<file path="src/spcc_pkg.sv">
package spcc_pkg;

  // ****************************************************************
  // Register map
  // ****************************************************************
  // Printed offsets are indices; byte address is four times the index
  localparam logic [15:0] SYS_CTRL_IDX  = 16'hD002;
  localparam logic [15:0] PLL_CFG_IDX   = 16'hD004;
  localparam logic [31:0] SYS_CTRL_ADDR = {14'h0000, SYS_CTRL_IDX, 2'h0};
  localparam logic [31:0] PLL_CFG_ADDR  = {14'h0000, PLL_CFG_IDX, 2'h0};

  localparam logic [15:0] SYS_CTRL_RST   = 16'h0000;
  localparam logic [31:0] PLL_CFG_RST    = 32'h0003_8080;
  localparam logic [15:0] SYS_CTRL_WMASK = 16'h01FB;
  localparam logic [31:0] PLL_CFG_WMASK  = 32'h000F_F3F3;

  // ****************************************************************
  // Field positions
  // ****************************************************************
  localparam int unsigned STOP_BIT   = 0;
  localparam int unsigned IDLE_BIT   = 1;
  localparam int unsigned DIV_LSB    = 3;
  localparam int unsigned DIV_MSB    = 5;
  localparam int unsigned SRC_BIT    = 6;
  localparam int unsigned PLL_POWER_ENABLE_BIT  = 7;
  localparam int unsigned GIE_BIT    = 8;
  localparam int unsigned MAIN_LSB   = 12;
  localparam int unsigned MAIN_MSB   = 19;
  localparam int unsigned PRE_LSB    = 4;
  localparam int unsigned PRE_MSB    = 9;
  localparam int unsigned POST_LSB   = 0;
  localparam int unsigned POST_MSB   = 1;

  // ****************************************************************
  // Divide codes, PLL factors, timing
  // ****************************************************************
  localparam logic [2:0] DIV_BY16 = 3'h0;
  localparam logic [2:0] DIV_BY8  = 3'h1;
  localparam logic [2:0] DIV_BY2  = 3'h2;
  localparam logic [2:0] DIV_BY1  = 3'h3;
  localparam logic [8:0] M_OFFSET = 9'h008;
  localparam logic [6:0] P_OFFSET = 7'h02;
  localparam int unsigned FLASH_DELAY_MCLK = 32;

  // ****************************************************************
  // Types
  // ****************************************************************
  typedef struct packed {
    logic       gie;
    logic       pll_on;
    logic       src_pll;
    logic [2:0] div_sel;
    logic       unused2;
    logic       idle;
    logic       stop;
  } spcc_sys_ctrl_t;

  typedef struct packed {
    logic [7:0] main_div;
    logic [5:0] pre_div;
    logic [1:0] post_div;
  } spcc_pll_cfg_t;

  typedef enum logic [1:0] {
    PWR_RUN,
    PWR_STOP,
    PWR_IDLE,
    PWR_FLASH_WAKE
  } spcc_pwr_state_t;

endpackage

</file>
<file path="src/spcc_mclk_div.sv">
module spcc_mclk_div (
  input  wire logic       clk_sys_i,
  input  wire logic       rst_b_i,
  input  wire logic       run_i,
  input  wire logic [2:0] div_sel_i,
  output logic            tick_o
);

  logic [3:0] cnt_r;
  logic [3:0] cnt_nxt;
  logic       tick_r;
  logic       tick_nxt;
  logic [3:0] last;

  // ****************************************************************
  // Divide ratio minus one
  // ****************************************************************
  always_comb begin
    unique case (div_sel_i)
      spcc_pkg::DIV_BY16: last = 4'hF;
      spcc_pkg::DIV_BY8:  last = 4'h7;
      spcc_pkg::DIV_BY2:  last = 4'h1;
      default:            last = 4'h0;
    endcase
  end

  always_comb begin
    cnt_nxt  = cnt_r;
    tick_nxt = 1'b0;
    if (!run_i) begin
      cnt_nxt = 4'h0;
    end else if (cnt_r >= last) begin
      cnt_nxt  = 4'h0;
      tick_nxt = 1'b1;
    end else begin
      cnt_nxt = cnt_r + 4'h1;
    end
  end

  always_ff @(posedge clk_sys_i or negedge rst_b_i) begin
    if (!rst_b_i) begin
      cnt_r  <= 4'h0;
      tick_r <= 1'b0;
    end else begin
      cnt_r  <= cnt_nxt;
      tick_r <= tick_nxt;
    end
  end

  assign tick_o = tick_r;

endmodule

</file>
<file path="src/spcc_flash_delay.sv">
module spcc_flash_delay #(
  parameter int unsigned CYCLES = spcc_pkg::FLASH_DELAY_MCLK
) (
  input  wire logic clk_sys_i,
  input  wire logic rst_b_i,
  input  wire logic start_i,
  input  wire logic tick_i,
  output logic      done_o
);

  logic [7:0] cnt_r;
  logic [7:0] cnt_nxt;
  logic       busy_r;
  logic       busy_nxt;
  logic       done_r;
  logic       done_nxt;

  // Counts master-clock ticks after start, then gives one done pulse
  always_comb begin
    cnt_nxt  = cnt_r;
    busy_nxt = busy_r;
    done_nxt = 1'b0;
    if (start_i) begin
      cnt_nxt  = 8'h00;
      busy_nxt = 1'b1;
    end else if (busy_r && tick_i) begin
      if (cnt_r == 8'(CYCLES - 1)) begin
        busy_nxt = 1'b0;
        done_nxt = 1'b1;
      end else begin
        cnt_nxt = cnt_r + 8'h01;
      end
    end
  end

  always_ff @(posedge clk_sys_i or negedge rst_b_i) begin
    if (!rst_b_i) begin
      cnt_r  <= 8'h00;
      busy_r <= 1'b0;
      done_r <= 1'b0;
    end else begin
      cnt_r  <= cnt_nxt;
      busy_r <= busy_nxt;
      done_r <= done_nxt;
    end
  end

  assign done_o = done_r;

endmodule

</file>
<file path="src/spcc_top.sv">
// What this block does
// - STOP halts all logic and PLL; only three external interrupts wake it.
// - IDLE halts CPU and flash; other logic runs; enabled interrupts wake it.
// - Writing one to control bit 0 enters STOP.
// - Writing one to control bit 1 enters IDLE; hardware clears the bit.
// - Entering STOP switches the PLL off without a software write.
// - STOP wake restarts PLL, starts lock timer; clock source stays as set.
// - After IDLE, hardware inserts a 32 master-clock flash start-up delay.
// - Global enable bit 8 low blocks all requests; high passes masked ones.
// - Bits 5:3 divide the clock: 16, 8, 2 or 1.
// - Bit 6 selects master clock: external clock or PLL output.
// - Bit 7 powers the PLL on or off.
// - PLL output equals m times input over p times two to s.
// - PLL register holds main, pre and post dividers at fixed fields.
module spcc_top #(
  parameter int unsigned NUM_IRQ = 8
) (
  input  wire logic                  clk_sys_i,
  input  wire logic                  rst_b_i,
  input  wire logic                  psel_i,
  input  wire logic                  penable_i,
  input  wire logic                  pwrite_i,
  input  wire logic [31:0]           paddr_i,
  input  wire logic [31:0]           pwdata_i,
  input  wire logic [3:0]            pstrb_i,
  output logic [31:0]                prdata_o,
  output logic                       pready_o,
  output logic                       pslverr_o,
  input  wire logic [2:0]            external_interrupt_input_i,
  input  wire logic [2:0]            ext_irq_enable_i,
  input  wire logic [NUM_IRQ-1:0]    irq_req_i,
  input  wire logic [NUM_IRQ-1:0]    interrupt_mask_setting_i,
  output logic [NUM_IRQ-1:0]         irq_pass_o,
  output logic                       mclk_tick_o,
  output logic                       clock_source_select_o,
  output logic                       pll_power_enable_o,
  output spcc_pkg::spcc_pll_cfg_t    pll_cfg_o,
  output logic [8:0]                 pll_m_o,
  output logic [6:0]                 pll_p_o,
  output logic [1:0]                 pll_s_o,
  output logic                       lock_timer_start_o,
  output logic                       logic_halt_o,
  output logic                       cpu_halt_o,
  output logic                       flash_halt_o
);

  // ****************************************************************
  // Declarations
  // ****************************************************************
  spcc_pkg::spcc_pwr_state_t state_r;
  spcc_pkg::spcc_pwr_state_t state_nxt;
  spcc_pkg::spcc_sys_ctrl_t  ctrl;

  logic [15:0] sys_ctrl_r;
  logic [15:0] sys_ctrl_nxt;
  logic [31:0] pll_cfg_r;
  logic [31:0] pll_cfg_nxt;
  logic [31:0] prdata_r;
  logic [31:0] prdata_nxt;
  logic        lock_start_r;
  logic        lock_start_nxt;
  logic [2:0]  ext_meta_r;
  logic [2:0]  ext_sync_r;
  logic [2:0]  ext_meta_nxt;
  logic [2:0]  ext_sync_nxt;
  logic        setup;
  logic        access;
  logic        wr_sys;
  logic        wr_pll;
  logic [31:0] bmask;
  logic [15:0] sys_m;
  logic [31:0] pll_m;
  logic        ext_wake;
  logic        any_wake;
  logic        stop_wake;
  logic        idle_wake;
  logic        flash_start;
  logic        flash_done;
  logic        mclk_run;

  // ****************************************************************
  // Decode helpers
  // ****************************************************************
  function automatic logic sel_sys(input logic [31:0] addr);
    sel_sys = (addr == spcc_pkg::SYS_CTRL_ADDR);
  endfunction

  function automatic logic sel_pll(input logic [31:0] addr);
    sel_pll = (addr == spcc_pkg::PLL_CFG_ADDR);
  endfunction

  function automatic logic addr_hit(input logic [31:0] addr);
    addr_hit = sel_sys(addr) || sel_pll(addr);
  endfunction

  // State decodes shared by the clock, PLL and halt outputs
  function automatic logic in_stop(input spcc_pkg::spcc_pwr_state_t st);
    in_stop = (st == spcc_pkg::PWR_STOP);
  endfunction

  function automatic logic in_idle(input spcc_pkg::spcc_pwr_state_t st);
    in_idle = (st == spcc_pkg::PWR_IDLE);
  endfunction

  function automatic logic [31:0] strb_mask(input logic [3:0] strb);
    strb_mask = {{8{strb[3]}}, {8{strb[2]}}, {8{strb[1]}}, {8{strb[0]}}};
  endfunction

  assign ctrl = spcc_pkg::spcc_sys_ctrl_t'(sys_ctrl_r[8:0]);

  // ****************************************************************
  // APB slave
  // ****************************************************************
  assign setup     = psel_i && !penable_i;
  assign access    = psel_i && penable_i;
  assign pready_o  = 1'b1;
  assign pslverr_o = access && !addr_hit(paddr_i);
  assign bmask     = strb_mask(pstrb_i);
  assign sys_m     = spcc_pkg::SYS_CTRL_WMASK & bmask[15:0];
  assign pll_m     = spcc_pkg::PLL_CFG_WMASK & bmask;
  assign wr_sys    = access && pwrite_i && sel_sys(paddr_i);
  assign wr_pll    = access && pwrite_i && sel_pll(paddr_i);

  // Read data is captured in the setup cycle and held through access
  always_comb begin
    prdata_nxt = prdata_r;
    if (setup) begin
      if (sel_sys(paddr_i)) begin
        prdata_nxt = {16'h0000, sys_ctrl_r};
      end else if (sel_pll(paddr_i)) begin
        prdata_nxt = pll_cfg_r;
      end else begin
        prdata_nxt = 32'h0000_0000;
      end
    end
  end

  always_ff @(posedge clk_sys_i or negedge rst_b_i) begin
    if (!rst_b_i) begin
      prdata_r <= 32'h0000_0000;
    end else begin
      prdata_r <= prdata_nxt;
    end
  end

  assign prdata_o = prdata_r;

  // ****************************************************************
  // Wake-up inputs
  // ****************************************************************
  // External interrupt pins come from outside the clock domain
  // Only the second stage feeds the wake logic
  always_comb begin
    ext_meta_nxt = external_interrupt_input_i;
    ext_sync_nxt = ext_meta_r;
  end

  always_ff @(posedge clk_sys_i or negedge rst_b_i) begin
    if (!rst_b_i) begin
      ext_meta_r <= 3'h0;
      ext_sync_r <= 3'h0;
    end else begin
      ext_meta_r <= ext_meta_nxt;
      ext_sync_r <= ext_sync_nxt;
    end
  end

  assign irq_pass_o = irq_req_i & interrupt_mask_setting_i & {NUM_IRQ{ctrl.gie}};
  assign ext_wake   = ctrl.gie && |(ext_sync_r & ext_irq_enable_i);
  assign any_wake   = ext_wake || |irq_pass_o;

  // ****************************************************************
  // Power-mode state machine
  // ****************************************************************
  always_comb begin
    state_nxt      = state_r;
    lock_start_nxt = 1'b0;
    unique case (state_r)
      spcc_pkg::PWR_RUN: begin
        if (ctrl.stop) begin
          state_nxt = spcc_pkg::PWR_STOP;
        end else if (ctrl.idle) begin
          state_nxt = spcc_pkg::PWR_IDLE;
        end
      end
      spcc_pkg::PWR_STOP: begin
        if (ext_wake) begin
          state_nxt      = spcc_pkg::PWR_RUN;
          lock_start_nxt = 1'b1;
        end
      end
      spcc_pkg::PWR_IDLE: begin
        if (any_wake) begin
          state_nxt = spcc_pkg::PWR_FLASH_WAKE;
        end
      end
      spcc_pkg::PWR_FLASH_WAKE: begin
        if (flash_done) begin
          state_nxt = spcc_pkg::PWR_RUN;
        end
      end
    endcase
  end

  always_ff @(posedge clk_sys_i or negedge rst_b_i) begin
    if (!rst_b_i) begin
      state_r      <= spcc_pkg::PWR_RUN;
      lock_start_r <= 1'b0;
    end else begin
      state_r      <= state_nxt;
      lock_start_r <= lock_start_nxt;
    end
  end

  assign stop_wake   = in_stop(state_r) && ext_wake;
  assign idle_wake   = in_idle(state_r) && any_wake;
  assign flash_start = idle_wake;

  // ****************************************************************
  // Control registers
  // ****************************************************************
  // Hardware clears first; a bus write in the same cycle wins
  always_comb begin
    sys_ctrl_nxt = sys_ctrl_r;
    pll_cfg_nxt  = pll_cfg_r;
    if (stop_wake) begin
      sys_ctrl_nxt[spcc_pkg::STOP_BIT]  = 1'b0;
      sys_ctrl_nxt[spcc_pkg::PLL_POWER_ENABLE_BIT] = 1'b1;
    end
    if (idle_wake) begin
      sys_ctrl_nxt[spcc_pkg::IDLE_BIT] = 1'b0;
    end
    if (wr_sys) begin
      sys_ctrl_nxt = (sys_ctrl_nxt & ~sys_m) | (pwdata_i[15:0] & sys_m);
      if (sys_m[spcc_pkg::STOP_BIT] && pwdata_i[spcc_pkg::STOP_BIT]) begin
        sys_ctrl_nxt[spcc_pkg::IDLE_BIT] = 1'b0;
      end
    end
    if (wr_pll) begin
      pll_cfg_nxt = (pll_cfg_r & ~pll_m) | (pwdata_i & pll_m);
    end
  end

  always_ff @(posedge clk_sys_i or negedge rst_b_i) begin
    if (!rst_b_i) begin
      sys_ctrl_r <= spcc_pkg::SYS_CTRL_RST;
      pll_cfg_r  <= spcc_pkg::PLL_CFG_RST;
    end else begin
      sys_ctrl_r <= sys_ctrl_nxt;
      pll_cfg_r  <= pll_cfg_nxt;
    end
  end

  // ****************************************************************
  // PLL control
  // ****************************************************************
  assign pll_power_enable_o = ctrl.pll_on && !in_stop(state_r);
  assign pll_cfg_o.main_div = pll_cfg_r[spcc_pkg::MAIN_MSB:spcc_pkg::MAIN_LSB];
  assign pll_cfg_o.pre_div  = pll_cfg_r[spcc_pkg::PRE_MSB:spcc_pkg::PRE_LSB];
  assign pll_cfg_o.post_div = pll_cfg_r[spcc_pkg::POST_MSB:spcc_pkg::POST_LSB];
  assign pll_m_o = {1'b0, pll_cfg_o.main_div} + spcc_pkg::M_OFFSET;
  assign pll_p_o = {1'b0, pll_cfg_o.pre_div} + spcc_pkg::P_OFFSET;
  assign pll_s_o = pll_cfg_o.post_div;
  assign lock_timer_start_o = lock_start_r;

  // ****************************************************************
  // Master clock
  // ****************************************************************
  // Source select is left untouched by wake-up
  assign clock_source_select_o = ctrl.src_pll;
  assign mclk_run = !in_stop(state_r);

  spcc_mclk_div u_div (
    .clk_sys_i (clk_sys_i),
    .rst_b_i   (rst_b_i),
    .run_i     (mclk_run),
    .div_sel_i (ctrl.div_sel),
    .tick_o    (mclk_tick_o)
  );

  // ****************************************************************
  // Flash start-up delay
  // ****************************************************************
  spcc_flash_delay #(
    .CYCLES (spcc_pkg::FLASH_DELAY_MCLK)
  ) u_flash (
    .clk_sys_i (clk_sys_i),
    .rst_b_i   (rst_b_i),
    .start_i   (flash_start),
    .tick_i    (mclk_tick_o),
    .done_o    (flash_done)
  );

  // ****************************************************************
  // Halt outputs
  // ****************************************************************
  assign logic_halt_o = in_stop(state_r);
  assign cpu_halt_o   = (state_r != spcc_pkg::PWR_RUN);
  assign flash_halt_o = in_stop(state_r) ||
                        in_idle(state_r);

endmodule

</file>
<file path="config.mk">
export PLATFORM = sky130hd
export DESIGN_NAME = spcc_top
export DESIGN_NICKNAME = d
export VERILOG_FILES = /design/src/spcc_pkg.sv /design/src/spcc_mclk_div.sv /design/src/spcc_flash_delay.sv /design/src/spcc_top.sv
export SDC_FILE = /design/constraint.sdc
export NUM_CORES = 1
export LEC_CHECK = 0
export BUFFER_PORTS_ARGS = -buffer_cell sky130_fd_sc_hd__buf_2
export CELL_PAD_IN_SITES_DETAIL_PLACEMENT = 1
export CELL_PAD_IN_SITES_GLOBAL_PLACEMENT = 1
export CORE_ASPECT_RATIO = 0.5
export CORE_MARGIN = 2
export CORE_UTILIZATION = 31
export DETAILED_ROUTE_END_ITERATION = 10
export PLACE_DENSITY_LB_ADDON = 0.1
export SYNTH_ARGS = -nofsm -noshare
export SYNTH_HDL_FRONTEND = slang
export SYNTH_SLANG_ARGS = --single-unit
</file>
<file path="constraint.sdc">
create_clock -name clk_sys_i -period 1.8 [get_ports clk_sys_i]
set_input_delay 0.09 -clock clk_sys_i [delete_from_list [all_inputs] [get_ports clk_sys_i]]
set_output_delay 0.09 -clock clk_sys_i [all_outputs]
set_load 0.03 [all_outputs]
</file>
# ---- After elaboration in Yosys (flattened, before gate mapping)
# Index checks and enable logic that the tools add are counted.
dict set report word_totals {
  out_inout_bits 83
  romBits 0
  word_cells 99
  reg_bits 104
  memories 0
  latchBits 0
  ramBits 0
  input_bits 95
}
dict set report op_classes {
  n_mul 0
  bitwise 11
  n_mux 29
  order_cmp 1
  n_reduce_logical 28
  eq_ne 13
  shifts 0
  div_mod_pow 0
  n_addsub 4
}
# operator count
set ops {}
lappend ops {{32-bit by 18-bit equality test with 1-bit output (second input constant)} 2}
lappend ops {{32-bit two-way mux} 2}
lappend ops {{32-bit by 20-bit AND with 32-bit output} 1}
lappend ops {{32-bit AND} 1}
lappend ops {{8-bit two-way mux} 4}
lappend ops {{20-bit inverter with 32-bit output} 1}
lappend ops {{32-bit OR} 1}
lappend ops {{16-bit AND} 1}
lappend ops {{16-bit by 9-bit AND with 16-bit output} 1}
lappend ops {{8-bit AND} 2}
lappend ops {{9-bit inverter with 16-bit output} 1}
lappend ops {{16-bit OR} 1}
lappend ops {{1-bit two-way mux} 14}
lappend ops {{1-bit logical AND} 12}
lappend ops {{4-bit case mux with 3 select lines} 1}
lappend ops {{2-bit two-way mux} 5}
lappend ops {{8-bit by 4-bit adder with 9-bit output (second input constant)} 1}
lappend ops {{8-bit by 1-bit adder with 8-bit output (second input constant)} 1}
lappend ops {{8-bit by 5-bit equality test with 1-bit output (second input constant)} 1}
lappend ops {{4-bit two-way mux} 2}
lappend ops {{2-bit case mux with 4 select lines} 1}
lappend ops {{8-bit OR reduction} 1}
lappend ops {{6-bit by 2-bit adder with 7-bit output (second input constant)} 1}
lappend ops {{2-bit nonzero test} 3}
lappend ops {{17 further kinds} 25}

# ---- Longest topological paths before layout
dict set report depth {
  word_depth 10
  depth_mapped 7
  ltp_nobuf 7
}

# ---- Cells and area by module
# From an unflattened synthesis, not the netlist that was laid out.
dict set report hier_totals {
  hier_cells 308
  hier_area_um2 3359.5
}
# module cells_per_inst seq_area_each_um2 instances area_per_inst_um2
set modules_own_cells {}
lappend modules_own_cells {spcc_top 229 1256.2 1 2513.7}
lappend modules_own_cells {spcc_flash_delay 51 250.2 1 544.3}
lappend modules_own_cells {spcc_mclk_div 28 125.1 1 301.5}

# ---- Least setup slack after synthesis
# No wires, ideal clock.
dict set report synth_path {
  kind {register to register}
  start {register with a tool-made name}
  end {register u_div.cnt_r[2]}
  required_ns 1.733
  path_slack_ns 0.009
  setup_ns 0.067
  period_less_slack_ns 1.791
  n_path_buf 0
  path_stages_with_launch 7
  arrival_time_ns 1.725
  cell_sequence {dfrtp_1 or2_2 ha_1 a21o_1 a21o_1 a211oi_1 and2_1}
}
# element line
set synth_rtl {}
lappend synth_rtl {{end signal, assigned} spcc_mclk_div.sv:45} ;# cnt_r <= cnt_nxt;
lappend synth_rtl {{end, declared} spcc_mclk_div.sv:9} ;# logic [3:0] cnt_r;

==> impl_metrics.tcl <==
set metrics [dict create \
    final_cells 609 \
    netlist.area_leader.share_pct 44.4 \
    hold_viol 0 \
    ctsLongestPathBuffers 2 \
    ys_top_cells_by_area "dfrtp_1, mux2_2, buf_4" \
    ff2ff_setup_slack_ns 0.02 \
    tritoncts "yes" \
    grt_antenna_before_repair 0 \
    clk_latency_ns 0.33 \
    crit_path_end_kind "flop" \
    die_h_um 78.4 \
    grt_max_degree 66 \
    setup_viol 0 \
    rows 27 \
    dr.pass1.iters 4 \
    vias 2829 \
    drt_iter0_drc 52 \
    final_area_mm2 0.00479 \
    antenna_left 0 \
    numPortBuffers 145 \
    clkSinkCount 65 \
    final_nets 566 \
    powerDensity_mw_per_mm2 695 \
    cap_violations 0 \
    io_pins 178 \
    yosysTopAreaCell "dfrtp_1" \
    avgSynthCellArea_um2 12.0 \
    cts-htree-levels 3 \
    regToRegEndpoint "u_div.cnt_r[0]" \
    dpl_cell_area_mm2 0.00432 \
    ys_types 51 \
    async_reset_ff_share_pct 100 \
    grtUsageTotal_pct 16.1 \
    die_w_um 153 \
    total_power_mw 3.33 \
    syn_area_mm2 0.00344 \
    p_leak_nw 2.62 \
    synth-seq-cells 65 \
    fin_crit_ns 1.78 \
    gp_congestion 0.771 \
    dieArea_mm2 0.0120 \
    overflow 0 \
    drive_gt1_share_pct 48.9 \
    num_antenna_cells 0 \
    finalCritPeriodShare_pct 99.1 \
    grt_pass1_vias 3096 \
    crit_path_end "u_div.cnt_r[0]" \
    rsz0062_at_grt "true" \
    startpoint_type "flop" \
    grt_pass1_wl_um 15400 \
    initial_core_util_pct 31.5 \
    vias_per_cell 4.65 \
    dpl.hpwl_um 7120 \
    clockRootBuffer "clkbuf_16" \
    status "complete, no violations" \
    routed_wl_um 9300 \
    drv_slew 0 \
    crit_type "reg2reg" \
    reg2reg_depth 7 \
    core_area_mm2 0.0109 \
    arrival_ns 2.05 \
    synth-edff-count 0 \
    fillCellCount 1221 \
    cp_data_required_time_ns 2.07 \
    path_max_fanout 4 \
    cts_buffers 9 \
    yosys_warnings 0 \
    hp-class "in2reg" \
    synth_flop_cell "dfrtp_1" \
    drc 0 \
    netlist_instances 287 \
    vdd_drop_max_mv 0.367 \
    wl_per_cell_um 15.3 \
    clkTransAtPathRegs_ns 0.05 \
    fin_skew_ns 0.00588 \
    yosysSeqAreaShare_pct 47.5 \
    place_inst 578 \
    area_delta_synth_final_pct 39.5 \
    max_freq_mhz 561 \
]
==> metrics by stage <==
| step | util (%) | setup TNS, ns | hold slack (ns) | setup slack (ns) |
|---|---|---|---|---|
| final | 43.9 | 0 | 0.0146 | 0.0159 |
| after global routing | 43.9 | -0.258 | 0.00657 | -0.0701 |
| after CTS | 43.4 | 0 | 0.00255 | 0.0000173 |
| after detailed placement | 39.6 | -0.677 | 0.135 | -0.169 |
| after global placement | 39.6 | -0.204 | 0.128 | -0.0523 |
| after floorplan | - | 0 | -0.206 | 0.00853 |
==> layout make-up <==
class	count	area, µm²	area share (%)
multi-input cells	197	1650	34.4
flip-flops and latches	65	1630	34.0
repair buffers	177	1020	21.3
clock buffers	14	264	5.51
well taps	145	181	3.78
inverters	9	33.8	0.705
clock inverters	2	12.5	0.261
==> logic make-up after synthesis <==
family	synth area share [%]
xor+xnor	3.82
buf+inv	7.50
flops	47.5
compound gates	9.00
other cells	0.219
simple gates	18.6
mux	9.03
fa+ha+maj	4.37
==> what timing repair did <==
action,in CTS,in global routing
endpoints found under the hold margin,72,0
hold buffers,12,0
setup endpoints to repair,5,6
setup buffers,1,2
pin swaps,5,10
resized for setup,3,6
==> synthesized netlist by cell type (all sizes together) (2+ instances only) <==
| cell type | count |
|---|---|
| and4 | 3 |
| nand2b | 4 |
| mux2i | 4 |
| clkbuf | 3 |
| nor4 | 5 |
| nor3 | 2 |
| a21oi | 4 |
| buf | 27 |
| nor4b | 2 |
| inv | 9 |
| a221o | 7 |
| xor2 | 8 |
| and2 | 5 |
| dfstp | 4 |
| conb | 2 |
| a21o | 3 |
| nand4 | 9 |
| dfrtp | 61 |
| nor2 | 16 |
| and3 | 18 |
| mux2 | 22 |
| nor2b | 3 |
| a22o | 9 |
| o21ai | 7 |
| ha | 12 |
| a22oi | 4 |
| xnor2 | 7 |
| nand3 | 8 |
| nand2 | 9 |
==> worst min-delay path by stage <==
stage / from / end / cells past startpoint
2_1_floorplan: rst_b_i / asynchronous set/reset pin / 0
3_3_place_gp: rst_b_i / u_flash.cnt_r[0] / 2
3_5_place_dp: rst_b_i / u_flash.cnt_r[1] / 2
4_1_cts: pwdata_i[9] / flop / 2
5_1_grt: pwdata_i[3] / flop / 2
6_report: pwdata_i[7] / flop / 2
==> where the power goes <==
| part | internal, mW | switching (mW) |
|---|---|---|
| registers | 1.47 | 0.00176 |
| logic | 0.107 | 0.149 |
| clock network | 1.01 | 0.600 |
==> metal layers <==
metal	vias to the layer above	share of wire (%)	global-route usage, %
li1	1336	-	-
met1	1405	42	18.4
met2	75	52	29.1
met3	13	4.5	4.97
met4	0	1.6	5.56
met5	-	0	0
==> placed cells by master (no fill, tap or decap), drive strengths merged, types with 2 or more instances in the layout <==
master	count
mux2i	4
a21o	3
a221o	7
inv	9
nand4	9
buf	165
dfrtp	61
xor2	8
xnor2	7
conb	16
o21ai	7
nor4	5
nor2	16
ha	12
mux2	22
nor2b	3
nand2b	4
nor3	2
nor4b	2
dfstp	4
clkbuf	14
and2	5
a22o	9
a21oi	4
dlygate4sd3	12
and4	3
nand3	8
and3	18
a22oi	4
nand2	9
==> worst max-delay path, stage by stage (launching register included) <==
cell and delay, ns:
dfrtp_1 0.40, a21oi_2 0.15, ha_1 0.24, nand2b_4 0.14, a21o_1 0.16, a21o_1 0.19, a211oi_4 0.28, and2_4 0.17
Power figures use the tool's default switching activity.
